==> config.mk <==
export PLATFORM = sky130hd
export DESIGN_NAME = spr_regen_learn
export DESIGN_NICKNAME = d
export VERILOG_FILES = /design/src/spr_pkg.sv /design/src/spr_regen_learn.sv
export SDC_FILE = /design/constraint.sdc
export NUM_CORES = 1
export LEC_CHECK = 0
export BUFFER_PORTS_ARGS = -buffer_cell sky130_fd_sc_hd__buf_2
export CAP_MARGIN = 10
export CORE_UTILIZATION = 45
export DETAILED_ROUTE_END_ITERATION = 16
export GPL_TIMING_DRIVEN = 0
export PLACE_DENSITY = 0.71
export SETUP_SLACK_MARGIN = 0.4
export SLEW_MARGIN = 15
export SYNTH_ARGS = -nofsm -noshare
export SYNTH_HDL_FRONTEND = slang
export SYNTH_SLANG_ARGS = --single-unit
==> constraint.sdc <==
create_clock -name ref_clk -period 5.7 [get_ports ref_clk]
set_input_delay 1.14 -clock ref_clk [delete_from_list [all_inputs] [get_ports ref_clk]]
set_output_delay 1.14 -clock ref_clk [all_outputs]
set_load 0.01 [all_outputs]
==> src/spr_pkg.sv <==
// Constants shared by the priority regeneration and learn-discard bank
package spr_pkg;

    // Register indices; byte address is four times the index
    localparam logic [13:0] IDX_TBL0 = 14'h1855;
    localparam logic [13:0] IDX_TBL1 = 14'h1856;
    localparam logic [13:0] IDX_TBL2 = 14'h1857;
    localparam logic [13:0] IDX_CNT0 = 14'h1858;
    localparam logic [13:0] IDX_CNT1 = 14'h1859;
    localparam logic [13:0] IDX_CNT2 = 14'h185a;
    localparam logic [13:0] IDX_GMASK = 14'h1880;
    localparam logic [13:0] IDX_PEND = 14'h1881;
    localparam logic [13:0] IDX_EVMASK = 14'h1882;

    // Port and table geometry
    localparam int NUM_PORTS = 3;
    localparam int PRIO_W = 3;
    localparam int NUM_PRIOS = 8;
    localparam int TBL_W = 24;
    localparam int CNT_W = 32;
    localparam int QSEL_W = 2;

    // Identity mapping: entry n holds n
    localparam logic [23:0] TBL_RESET = 24'hfac688;

    // Counter values
    localparam logic [31:0] CNT_RESET = 32'h00000000;
    localparam logic [31:0] CNT_MAX = 32'hffffffff;

    // Global mask bit position and reset value
    localparam int GMASK_BIT = 0;
    localparam logic GMASK_RESET = 1'b1;

    // Pending event layout: one bit per port discard, one engine event
    localparam int EV_W = 4;
    localparam int EV_DISCARD0 = 0;
    localparam int EV_ENGINE = 3;
    localparam logic [3:0] PEND_RESET = 4'h0;
    localparam logic [3:0] EVMASK_RESET = 4'h0;

    // Frame port code that names no port
    localparam logic [1:0] PORT_NONE = 2'h3;

    // Bus answer idle values
    localparam logic [31:0] RDATA_RESET = 32'h00000000;

endpackage : spr_pkg

==> src/spr_regen_learn.sv <==
// Priority regeneration tables, learn-discard counters and interrupt gating
//
// Function
// - Frame priority maps through port table to queue
// - Eight 3-bit entries, entry n at 3n+2:3n
// - Tables reset to identity mapping
// - Three tables, ports 0..2, consecutive indices
// - Count unlearned or displaced addresses per port
// - Counters reset to zero, cleared by read
// - Counters saturate at all ones
// - Global mask bit0 blocks interrupts, resets set
// - Clearing global mask releases pending interrupts
// - Global mask never touches pending status bits
module spr_regen_learn #(
    parameter int ADDR_W = 16
) (
    input wire logic ref_clk,
    input wire logic rstn,
    // APB slave
    input wire logic psel,
    input wire logic penable,
    input wire logic pwrite,
    input wire logic [ADDR_W-1:0] paddr,
    input wire logic [31:0] pwdata,
    output logic [31:0] prdata,
    output logic pready,
    output logic pslverr,
    // Received frame priority lookup request
    input wire logic frameValid,
    input wire logic [1:0] framePort,
    input wire logic [2:0] frameRxPrio,
    // Regenerated priority and chosen output queue
    output logic queueValid,
    output logic [2:0] regenPrio,
    output logic [1:0] queueSel,
    // Address table full: address not learned or displaced, per port
    input wire logic [2:0] learnDiscard,
    // Other engine interrupt source
    input wire logic engineEvent,
    // Level interrupt towards the system
    output logic irq
);

    // Complete state of the block
    // Reset state: identity tables, zero counts, global mask set
    typedef struct packed {
        logic [spr_pkg::NUM_PORTS-1:0][spr_pkg::TBL_W-1:0] tbl;
        logic [spr_pkg::NUM_PORTS-1:0][spr_pkg::CNT_W-1:0] cnt;
        logic gmask;
        logic [spr_pkg::EV_W-1:0] pend;
        logic [spr_pkg::EV_W-1:0] evMask;
        logic [31:0] prdata;
        logic pready;
        logic pslverr;
        logic queueValid;
        logic [spr_pkg::PRIO_W-1:0] regenPrio;
        logic [spr_pkg::QSEL_W-1:0] queueSel;
        logic irq;
    } spr_state_t;

    spr_state_t st;
    spr_state_t next_st;

    // Pick the entry for one received priority out of a table word
    // Unrolled over the eight entries; priority 0 sits at the bottom
    function automatic logic [2:0] spr_lookup(
        input logic [23:0] word,
        input logic [2:0] prio
    );
        logic [2:0] res;
        res = 3'h0;
        for (int n = 0; n < spr_pkg::NUM_PRIOS; n++)
        begin
            if (prio == 3'(n))
            begin
                res = word[n*spr_pkg::PRIO_W +: spr_pkg::PRIO_W];
            end
        end
        return res;
    endfunction

    // Saturating increment of a discard counter
    // Wrapping would make a full count read back as a small one
    function automatic logic [31:0] spr_sat_inc(
        input logic [31:0] value
    );
        logic [31:0] res;
        res = value;
        if (value != spr_pkg::CNT_MAX)
        begin
            res = value + 32'h00000001;
        end
        return res;
    endfunction

    // True when a qualified access names the given register index
    function automatic logic spr_hit(
        input logic strobe,
        input logic [13:0] idx,
        input logic [13:0] target
    );
        return strobe && (idx == target);
    endfunction

    // Bus decode signals
    logic [13:0] regIdx;
    logic aligned;
    logic commit;
    logic rdCommit;
    logic wrCommit;
    logic mapped;
    logic rdAligned;
    logic wrAligned;

    // Per-register strobes of a committed access
    logic [spr_pkg::NUM_PORTS-1:0] tblWrite;
    logic [spr_pkg::NUM_PORTS-1:0] cntClear;
    logic gmaskWrite;
    logic evMaskWrite;
    logic pendClear;

    // Frame lookup signals
    logic frameTaken;
    logic [spr_pkg::TBL_W-1:0] portTbl;
    logic [spr_pkg::PRIO_W-1:0] mappedPrio;
    logic [spr_pkg::QSEL_W-1:0] queuePick;

    // Word index and alignment of the bus address
    // Byte address bits 1:0 must be zero for a register hit
    always_comb
    begin
        regIdx = 14'(paddr[ADDR_W-1:2]);
        aligned = (paddr[1:0] == 2'h0);
    end

    // Access decided on the edge before pready is raised
    // Writes and clears land one cycle before the answer; a master
    // that holds its request until pready cannot tell the difference
    always_comb
    begin
        commit = psel && penable && !st.pready;
        rdCommit = commit && !pwrite;
        wrCommit = commit && pwrite;
        // Misaligned accesses select nothing behind the error answer
        rdAligned = rdCommit && aligned;
        wrAligned = wrCommit && aligned;
    end

    // Address map membership
    // Registers that answer without an error
    always_comb
    begin
        mapped = 1'b0;
        if (aligned)
        begin
            case (regIdx)
                spr_pkg::IDX_TBL0, spr_pkg::IDX_TBL1,
                spr_pkg::IDX_TBL2, spr_pkg::IDX_CNT0,
                spr_pkg::IDX_CNT1, spr_pkg::IDX_CNT2,
                spr_pkg::IDX_GMASK, spr_pkg::IDX_PEND,
                spr_pkg::IDX_EVMASK: mapped = 1'b1;
                default: mapped = 1'b0;
            endcase
        end
    end

    // Strobes for the tables, counters and masks
    always_comb
    begin
        tblWrite = '0;
        cntClear = '0;
        for (int p = 0; p < spr_pkg::NUM_PORTS; p++)
        begin
            tblWrite[p] = spr_hit(wrAligned, regIdx,
                spr_pkg::IDX_TBL0 + 14'(p));
            cntClear[p] = spr_hit(rdAligned, regIdx,
                spr_pkg::IDX_CNT0 + 14'(p));
        end
        gmaskWrite = spr_hit(wrAligned, regIdx, spr_pkg::IDX_GMASK);
        evMaskWrite = spr_hit(wrAligned, regIdx, spr_pkg::IDX_EVMASK);
        pendClear = spr_hit(rdAligned, regIdx, spr_pkg::IDX_PEND);
    end

    // Table of the receiving port and its entry for the frame priority
    // A frame that names no port drops queueValid and leaves regenPrio and queueSel as they are
    always_comb
    begin
        case (framePort)
            2'h0: portTbl = st.tbl[0];
            2'h1: portTbl = st.tbl[1];
            2'h2: portTbl = st.tbl[2];
            default: portTbl = st.tbl[0];
        endcase
        frameTaken = frameValid && (framePort != spr_pkg::PORT_NONE);
        mappedPrio = spr_lookup(portTbl, frameRxPrio);
        // Four queues: regenerated priority pairs share a queue
        queuePick = mappedPrio[spr_pkg::PRIO_W-1 -: spr_pkg::QSEL_W];
    end

    // Next state of the whole block
    always_comb
    begin
        logic [spr_pkg::EV_W-1:0] events;
        logic [spr_pkg::EV_W-1:0] pendNext;
        logic [31:0] rd;
        logic [31:0] base;
        next_st = st;
        events = '0;
        pendNext = st.pend;
        rd = 32'h00000000;
        base = spr_pkg::CNT_RESET;

        // Bus answer: pready one cycle after access phase starts
        // Every transfer takes one wait state, mapped or not
        next_st.pready = commit;
        if (commit)
        begin
            next_st.pslverr = !mapped;
        end
        else
        begin
            next_st.pslverr = 1'b0;
        end

        // Read data, reserved bits read as zero
        // A counter read returns the count as it stood before its clear
        if (aligned)
        begin
            case (regIdx)
                spr_pkg::IDX_TBL0: rd = {8'h00, st.tbl[0]};
                spr_pkg::IDX_TBL1: rd = {8'h00, st.tbl[1]};
                spr_pkg::IDX_TBL2: rd = {8'h00, st.tbl[2]};
                spr_pkg::IDX_CNT0: rd = st.cnt[0];
                spr_pkg::IDX_CNT1: rd = st.cnt[1];
                spr_pkg::IDX_CNT2: rd = st.cnt[2];
                spr_pkg::IDX_GMASK: rd = {31'h0, st.gmask};
                spr_pkg::IDX_PEND: rd = {28'h0, st.pend};
                spr_pkg::IDX_EVMASK: rd = {28'h0, st.evMask};
                default: rd = 32'h00000000;
            endcase
        end
        if (rdCommit)
        begin
            next_st.prdata = rd;
        end

        // Table writes, entry n held at bits 3n+2:3n
        // Reserved bits 31:24 are dropped on write
        for (int p = 0; p < spr_pkg::NUM_PORTS; p++)
        begin
            if (tblWrite[p])
            begin
                next_st.tbl[p] = pwdata[spr_pkg::TBL_W-1:0];
            end
        end
        if (gmaskWrite)
        begin
            // Mask write leaves pending status alone
            next_st.gmask = pwdata[spr_pkg::GMASK_BIT];
        end
        if (evMaskWrite)
        begin
            next_st.evMask = pwdata[spr_pkg::EV_W-1:0];
        end

        // Discard counters: clear on read, then count, then saturate
        for (int p = 0; p < spr_pkg::NUM_PORTS; p++)
        begin
            base = st.cnt[p];
            if (cntClear[p])
            begin
                base = spr_pkg::CNT_RESET;
            end
            if (learnDiscard[p])
            begin
                // Event in the clearing cycle lands on the zeroed count
                next_st.cnt[p] = spr_sat_inc(base);
            end
            else
            begin
                next_st.cnt[p] = base;
            end
            events[spr_pkg::EV_DISCARD0 + p] = learnDiscard[p];
        end
        events[spr_pkg::EV_ENGINE] = engineEvent;

        // Pending bits clear on read; new events win over the clear
        // An event in the reading cycle stays pending for the next read
        if (pendClear)
        begin
            pendNext = '0;
        end
        next_st.pend = pendNext | events;

        // Interrupt: unmasked pending bit, gated by the global mask
        // Registered from the pending bits, so irq trails an event by two cycles
        next_st.irq = (|(st.pend & ~st.evMask))
            && !st.gmask;

        // Frame lookup through the receiving port's table
        next_st.queueValid = frameTaken;
        if (frameTaken)
        begin
            next_st.regenPrio = mappedPrio;
            next_st.queueSel = queuePick;
        end
    end

    // Single state register
    // Reset loads identity tables, zero counts and a set global mask
    always_ff @(posedge ref_clk or negedge rstn)
    begin
        if (!rstn)
        begin
            for (int p = 0; p < spr_pkg::NUM_PORTS; p++)
            begin
                st.tbl[p] <= spr_pkg::TBL_RESET;
                st.cnt[p] <= spr_pkg::CNT_RESET;
            end
            st.gmask <= spr_pkg::GMASK_RESET;
            st.pend <= spr_pkg::PEND_RESET;
            st.evMask <= spr_pkg::EVMASK_RESET;
            st.prdata <= spr_pkg::RDATA_RESET;
            st.pready <= 1'b0;
            st.pslverr <= 1'b0;
            st.queueValid <= 1'b0;
            st.regenPrio <= 3'h0;
            st.queueSel <= 2'h0;
            st.irq <= 1'b0;
        end
        else
        begin
            st <= next_st;
        end
    end

    // Outputs straight from the state register
    // No logic stands between the flip-flops and the pins
    assign prdata = st.prdata;
    assign pready = st.pready;
    assign pslverr = st.pslverr;
    assign queueValid = st.queueValid;
    assign regenPrio = st.regenPrio;
    assign queueSel = st.queueSel;
    assign irq = st.irq;

endmodule // spr_regen_learn

==> results of run 1 <==
flip-flops by register name (all words and copies together), names as in the netlist:
register	cells
irq	1
prdata	32
pready	1
pslverr	1
queueValid	1
regenPrio	3
st	177
worst reg2reg max path, stage by stage (launching register included):
cell	delay, ps
dfrtp_1	410
nand4bb_1	350
nor4_4	580
buf_4	320
nand2_1	240
and2_1	280
ha_1	230
nand2_1	110
nor4_1	100
nand4_1	250
clkbuf_1	440
nand3_1	160
xor2_1	190
nor2_1	70
kinds of logic after synthesis:
kind of cell / after synthesis / synth area share (%)
simple gates: 480 / 20.0
compound gates: 244 / 13.6
fa+ha+maj: 6 / 0.604
xor+xnor: 79 / 5.57
buf+inv: 120 / 5.17
flops: 216 / 43.9
mux: 113 / 11.1
power breakdown:
group / switching [mW] / leakage (nW) / internal (mW)
clock: 0.653 / 0.454 / 1.15
sequential: 0.100 / 2.79 / 1.61
combinational: 0.228 / 3.01 / 0.150
per-layer routing:
metal	up-vias	GRT usage [%]	wire, um
li1	4794	-	-
met1	5125	35.8	15700
met2	471	40.2	16300
met3	97	4.25	2600
met4	0	10.5	1400
met5	-	0	0
metrics by stage:
stage	util (%)	cells	instance area [sq um]	hold slack, ps	TNS [ps]
after global placement	49.3	1691	13300	464	-38100
final	52.9	1739	14300	478	0
after detailed placement	49.5	1694	13400	472	0
after global routing	52.9	1739	14300	507	0
after CTS	52.9	1739	14300	485	0
after floorplan	-	1258	12400	450	0
layout by cell type, fill, tap and decap left out, drive strengths merged, types with 5 or more instances in the layout:
cell type,instances
xor2,58
or2,8
o211ai,7
inv,17
a22oi,32
nor4,13
nand3,40
dfstp,37
a211oi,15
nor3,21
nand2,109
nand4,42
a221oi,9
nor2b,7
buf,155
ha,6
o2bb2ai,8
clkbuf,79
or3,10
mux2i,30
mux2,83
a21oi,49
nor2,140
o21a,12
a222oi,17
bufinv,6
and2,18
a21o,5
dfrtp,179
o31ai,6
o21ai,52
and3,28
nand4b,6
and4,12
xnor2,21
worst max path at each step:
stage	endpoint	from	cells past startpoint	slack (ps)
finish	st[119]	paddr[11]	14	1210
global route	st[122]	paddr[11]	14	1020
CTS	st[90]	paddr[11]	14	1290
detailed placement	st[57]	paddr[11]	13	790
global placement	st[121]	rstn	1	-220
floorplan	st[57]	paddr[11]	12	1610
area by class of cell:
class                      count  area (sq um)  share of cell area, %
clock inverter                 9           195                   1.36
inverter                      17          63.8                  0.446
multi-input combinational    922          6340                   44.3
tap                          341           427                   2.98
clock buffer                  36           727                   5.08
buffer                       103           578                   4.04
sequential                   216          5450                   38.1
timing repair buffer          95           531                   3.71
==> impl_metrics.env, run 1 <==
export IMPL_relSlewSlack_pct=25.4
export IMPL_start_kind="input pin"
export IMPL_hold_depth=2
export IMPL_status="finished, final reports clean"
export IMPL_grt_setup_unrepaired="false"
export IMPL_yosys_top_cells_area="dfrtp_1 36%, dfstp_2 7.8%, mux2_4 4.8%, nor2_1 4.2%, xor2_1 4.1%"
export IMPL_drcViolationCount=0
export IMPL_crit_fanout=10
export IMPL_cts_root_buf="clkbuf_16"
export IMPL_wirelength_um=36000
export IMPL_fmax_mhz=223
export IMPL_ff2ff_path_depth=13
export IMPL_cts_buffer_depth=3
export IMPL_crit_family="simple AND/OR/NAND/NOR gates"
export IMPL_crit_arrival_ps=4860
export IMPL_clk_latency_ps=520
export IMPL_hpwl_um=26300
export IMPL_fp_dieW_um=168
export IMPL_grt_overflow_total=0
export IMPL_ys_flop_type="dfrtp_1"
export IMPL_netlist_instances=1258
export IMPL_synth_area_sq_um=12400
export IMPL_portBuffers=92
export IMPL_hold_start="prdata[30]"
export IMPL_yosysTopAreaCellShare_pct=36.1
export IMPL_grt_max_degree=93
export IMPL_worst_ep_required_time_ps=6070
export IMPL_power_density_nw_per_um2=272
export IMPL_synth_warnings=0
export IMPL_drive_above_1_share_pct=23.9
export IMPL_cts_setup_buffers=0
export IMPL_crit_buf_inv=3
export IMPL_cp_end_kind="register"
export IMPL_drv_cap=0
export IMPL_r2r_start="pready"
export IMPL_ir_drop_mv=0.225
export IMPL_path_clk_slew_ps=60
export IMPL_crit_type="input pin to register"
export IMPL_fp_dieH_um=168
export IMPL_cp_slowest_stage_delay_ps=640
export IMPL_crit_chain="buf_2 -> or4b_4 -> nor4_4 -> buf_4 -> nand2_1 -> and2_1 -> ha_1 -> nand2_1 -> nor4_1 -> nand4_1 -> clkbuf_1 -> nand3_1 -> xor2_1 -> nor2_1"
export IMPL_area_delta_synth_final_pct=15.2
export IMPL_yosysMostFrequentCell="dfrtp_1"
export IMPL_synth_seq_cells=216
export IMPL_die_area_sq_um=28300
export IMPL_wl_per_cell_um=20.7
export IMPL_antenna_found_initial=0
export IMPL_drtAntennaViolNets=0
export IMPL_grt_pass1_wl_um=57100
export IMPL_pre_cts_ws_ps=789
export IMPL_fin_crit_sh_pct=78.8
export IMPL_finish_net_count=1449
export IMPL_cts_buffers_inserted=25
export IMPL_holdBufCountCts=0
export IMPL_first_pass_iters=6
export IMPL_fillers=2454
export IMPL_hp_class="register to register"
export IMPL_fin_crit_ps=4490
export IMPL_yosysTopAreaCell="dfrtp_1"
export IMPL_num_rows=60
export IMPL_clock_skew_ps=18.3
export IMPL_finalPower_mw=3.89
export IMPL_synth_edff_count=0
export IMPL_grt_pass1_vias=10314
export IMPL_gp_congestion=0.952
export IMPL_worstMarginPinSlew_ps=1110
export IMPL_async_flop_share_pct=100
export IMPL_hold_viol=0
export IMPL_synth_commonest_cells="179 x dfrtp_1, 140 x nor2_1, 107 x nand2_1, 58 x xor2_1, 49 x a21oi_1"
export IMPL_setup_viol=0
export IMPL_r2r_slack_ps=1810
export IMPL_coreArea_sq_um=27000
export IMPL_track_usage_pct=25.8
export IMPL_seq_area_frac_synth_pct=43.9
export IMPL_synth_cell_types=75
export IMPL_routed_via_count=10487
export IMPL_synth_nets=1327
export IMPL_syn_area_per_cell_sq_um=9.88
export IMPL_num_antenna_cells=0
export IMPL_viasPerCell=6.03
export IMPL_ios=104
export IMPL_timing_rr_end="st[119]"
export IMPL_min_to="prdata[30]"
export IMPL_cts_tree="done"
export IMPL_leakage_nw=6.25
export IMPL_cpMostUsedCell="nand2_1"
export IMPL_first_iter_violations=1168
export IMPL_setup_ws_ps=1210
export IMPL_slew_viol_final=0
export IMPL_start_util_pct=46.0
export IMPL_htree_levels=1
export IMPL_ctsResizeCount=0
export IMPL_cpMaxStageDelayCell="nor4_4"
export IMPL_cts_sinks=216
Note: power is estimated with default switching activity, not from simulation.
==> run 2, diff against run 1 <==
--- a/config.mk
+++ b/config.mk
@@ -5,12 +5,13 @@
 export SDC_FILE = /design/constraint.sdc
 export NUM_CORES = 1
 export LEC_CHECK = 0
+export ABC_AREA = 1
 export BUFFER_PORTS_ARGS = -buffer_cell sky130_fd_sc_hd__buf_2
 export CAP_MARGIN = 10
 export CORE_UTILIZATION = 45
 export DETAILED_ROUTE_END_ITERATION = 16
 export GPL_TIMING_DRIVEN = 0
-export PLACE_DENSITY = 0.71
+export PLACE_DENSITY = 0.7
 export SETUP_SLACK_MARGIN = 0.4
 export SLEW_MARGIN = 15
 export SYNTH_ARGS = -nofsm -noshare
==> constraint.sdc (replaced) <==
create_clock -name ref_clk -period 4.2 [get_ports ref_clk]
set_input_delay 0.84 -clock ref_clk [delete_from_list [all_inputs] [get_ports ref_clk]]
set_output_delay 0.84 -clock ref_clk [all_outputs]
set_load 0.01 [all_outputs]
==> impl_metrics.env, run 2 <==
export IMPL_drtAntennaViolNets=0
export IMPL_grt_pass1_wl_um=86500
export IMPL_worstMarginPinSlew_ps=1070
export IMPL_ios=104
export IMPL_area_delta_synth_final_pct=14.0
export IMPL_power_density_nw_per_um2=347
export IMPL_path_clk_slew_ps=60
export IMPL_synth_seq_cells=216
export IMPL_syn_area_per_cell_sq_um=6.81
export IMPL_register_area_sq_um=5450
export IMPL_fin_crit_sh_pct=78.9
export IMPL_cts_setup_buffers=0
export IMPL_grt_setup_unrepaired="false"
export IMPL_antenna_found_initial=0
export IMPL_final_common_cell="nand2_1"
export IMPL_yosysTopAreaCell="dfrtp_1"
export IMPL_fin_crit_ps=3310
export IMPL_multiInputGateArea_sq_um=7620
export IMPL_setup_viol=0
export IMPL_routed_via_count=15456
export IMPL_largest_reg_flops=177
export IMPL_drive_above_1_share_pct=15.8
export IMPL_crit_fanout=10
export IMPL_synth_commonest_cells="658 x nand2_1, 252 x nand3_1, 230 x inv_1, 219 x nor2_1, 179 x dfrtp_1"
export IMPL_clock_skew_ps=10.9
export IMPL_reg_top3="st (177), prdata (32), regenPrio (3)"
export IMPL_gp_congestion=1.03
export IMPL_seq_area_frac_synth_pct=37.0
export IMPL_drcViolationCount=0
export IMPL_yosysTopAreaCellShare_pct=30.4
export IMPL_status="finished, final reports clean"
export IMPL_switching_share_pct=29.7
export IMPL_internal_power_mw=4.10
export IMPL_p_seq_share_pct=41.4
export IMPL_ys_flop_type="dfrtp_1"
export IMPL_track_usage_pct=33.9
export IMPL_pre_cts_ws_ps=416
export IMPL_netlist_instances=2165
export IMPL_final_cell_mix="658 x nand2_1, 252 x nand3_1, 230 x inv_1, 219 x nor2_1, 179 x dfrtp_1"
export IMPL_hp_class="input pin to async pin"
export IMPL_grt_max_degree=95
export IMPL_hold_viol=0
export IMPL_slew_viol_final=0
export IMPL_yosysMostFrequentCell="nand2_1"
export IMPL_grt_overflow_total=0
export IMPL_drv_cap=0
export IMPL_clk_latency_ps=550
export IMPL_cts_buffer_depth=3
export IMPL_num_antenna_cells=0
export IMPL_start_kind="input pin"
export IMPL_die_area_sq_um=33500
export IMPL_viasPerCell=5.63
export IMPL_synth_area_sq_um=14700
export IMPL_setup_ws_ps=888
export IMPL_fillers=3256
export IMPL_holdWs_ps=217
export IMPL_synth_nets=2234
export IMPL_synth_warnings=0
export IMPL_ctsResizeCount=0
export IMPL_synth_edff_count=0
export IMPL_top_register="st"
export IMPL_yosys_top_cells_area="dfrtp_1 30%, nand2_1 17%, nand3_1 8.6%, dfstp_2 6.6%, inv_1 5.9%"
export IMPL_portBuffers=93
export IMPL_coreArea_sq_um=31900
export IMPL_cts_sinks=216
export IMPL_leakage_nw=7.85
export IMPL_crit_arrival_ps=3780
export IMPL_relSlewSlack_pct=28.4
export IMPL_cp_end_kind="register"
export IMPL_fp_dieW_um=183
export IMPL_fp_dieH_um=183
export IMPL_wirelength_um=55800
export IMPL_async_flop_share_pct=100
export IMPL_cts_buffers_inserted=27
export IMPL_wl_per_cell_um=20.3
export IMPL_worst_ep_required_time_ps=4670
export IMPL_fmax_mhz=302
export IMPL_cts_tree="done"
export IMPL_crit_type="input pin to register"
export IMPL_p_comb_share_pct=14.1
export IMPL_first_pass_iters=6
export IMPL_first_iter_violations=1592
export IMPL_cts_root_buf="clkbuf_16"
export IMPL_hpwl_um=43500
export IMPL_ir_drop_mv=0.276
export IMPL_num_rows=65
export IMPL_clock_power_share_pct=44.6
export IMPL_start_util_pct=46.2
export IMPL_power_switching_mw=1.73
export IMPL_holdBufCountCts=0
export IMPL_htree_levels=1
export IMPL_fin_setup_tns_ps=0
export IMPL_grt_pass1_vias=14687
export IMPL_finish_net_count=2358
export IMPL_synth_cell_types=51
-- run 2: path summary, 6_finish.rpt --
check | from | endpoint | slack (ps) | depth (start not counted)
min in group ref_clk | prdata[12] | prdata[12] | 480 | 2
max | paddr[8] | st[61] | 890 | 20
min reg2reg | prdata[12] | prdata[12] | 480 | 2
max reg2reg | pready | st[61] | 1050 | 18
max in group asynchronous | rstn | st[49] | 3120 | 2
min | rstn | prdata[3] | 220 | 1
-- run 2: power groups by stage --
stage	Sequential (mW)	Combinational, mW	Clock [mW]
2_1_floorplan	2.35	0.541	0
3_3_place_gp	2.43	0.774	0
3_5_place_dp	2.43	0.806	0
4_1_cts	2.40	0.810	2.63
5_1_grt	2.42	0.917	2.70
6_report	2.41	0.820	2.60
-- run 2: per-layer routing --
metal,GRT usage (%),routed length (um),vias to the layer above
li1,-,-,7215
met1,47.4,24200,7419
met2,52.5,24300,682
met3,5.50,4790,140
met4,13.2,2460,0
met5,0,0,-
-- run 2: cell type report --
cell class	count	share of cell area (%)
Clock inverter	12	1.14
Multi-Input combinational cell	1585	45.3
Clock buffer	38	4.74
Timing Repair Buffer	95	3.16
Tap cell	435	3.24
Buffer	122	4.54
Inverter	242	5.41
Sequential cell	216	32.4
-- run 2: cells by family (layout without fill, tap and decap cells) --
kind of cell,after synthesis,after routing,synth area share [%]
multiplexers,1,1,0.0679
adder cells (fa/ha/maj),6,6,0.509
buffers and inverters,364,509,11.3
XOR/XNOR,13,13,0.772
flip-flops,216,216,37.0
AND/OR/NAND/NOR,1268,1268,38.7
AO/OA/AOI/OAI,297,297,11.6
-- run 2: critical path, cell delays in order --
cell	delay [ps]
buf_2	110
nand2_1	60
inv_1	60
nand2_4	180
nor2_4	80
nand3_4	130
buf_6	160
buf_2	300
nand2_1	140
inv_1	140
ha_1	270
inv_1	120
nor2_1	270
nand2_1	190
nor2_2	210
nand2_4	130
buf_6	170
nand3_1	80
nand2_1	50
o21ai_0	100
-- run 2: per-stage QoR --
stage / total power, mW / utilization (%) / cells / area [sq um]
floorplan: 2.90 / - / 2165 / 14700
global placement: 3.21 / 49.4 / 2693 / 15800
detailed placement: 3.24 / 49.6 / 2695 / 15800
CTS: 5.84 / 52.7 / 2745 / 16800
global route: 6.04 / 52.7 / 2745 / 16800
finish: 5.83 / 52.7 / 2745 / 16800
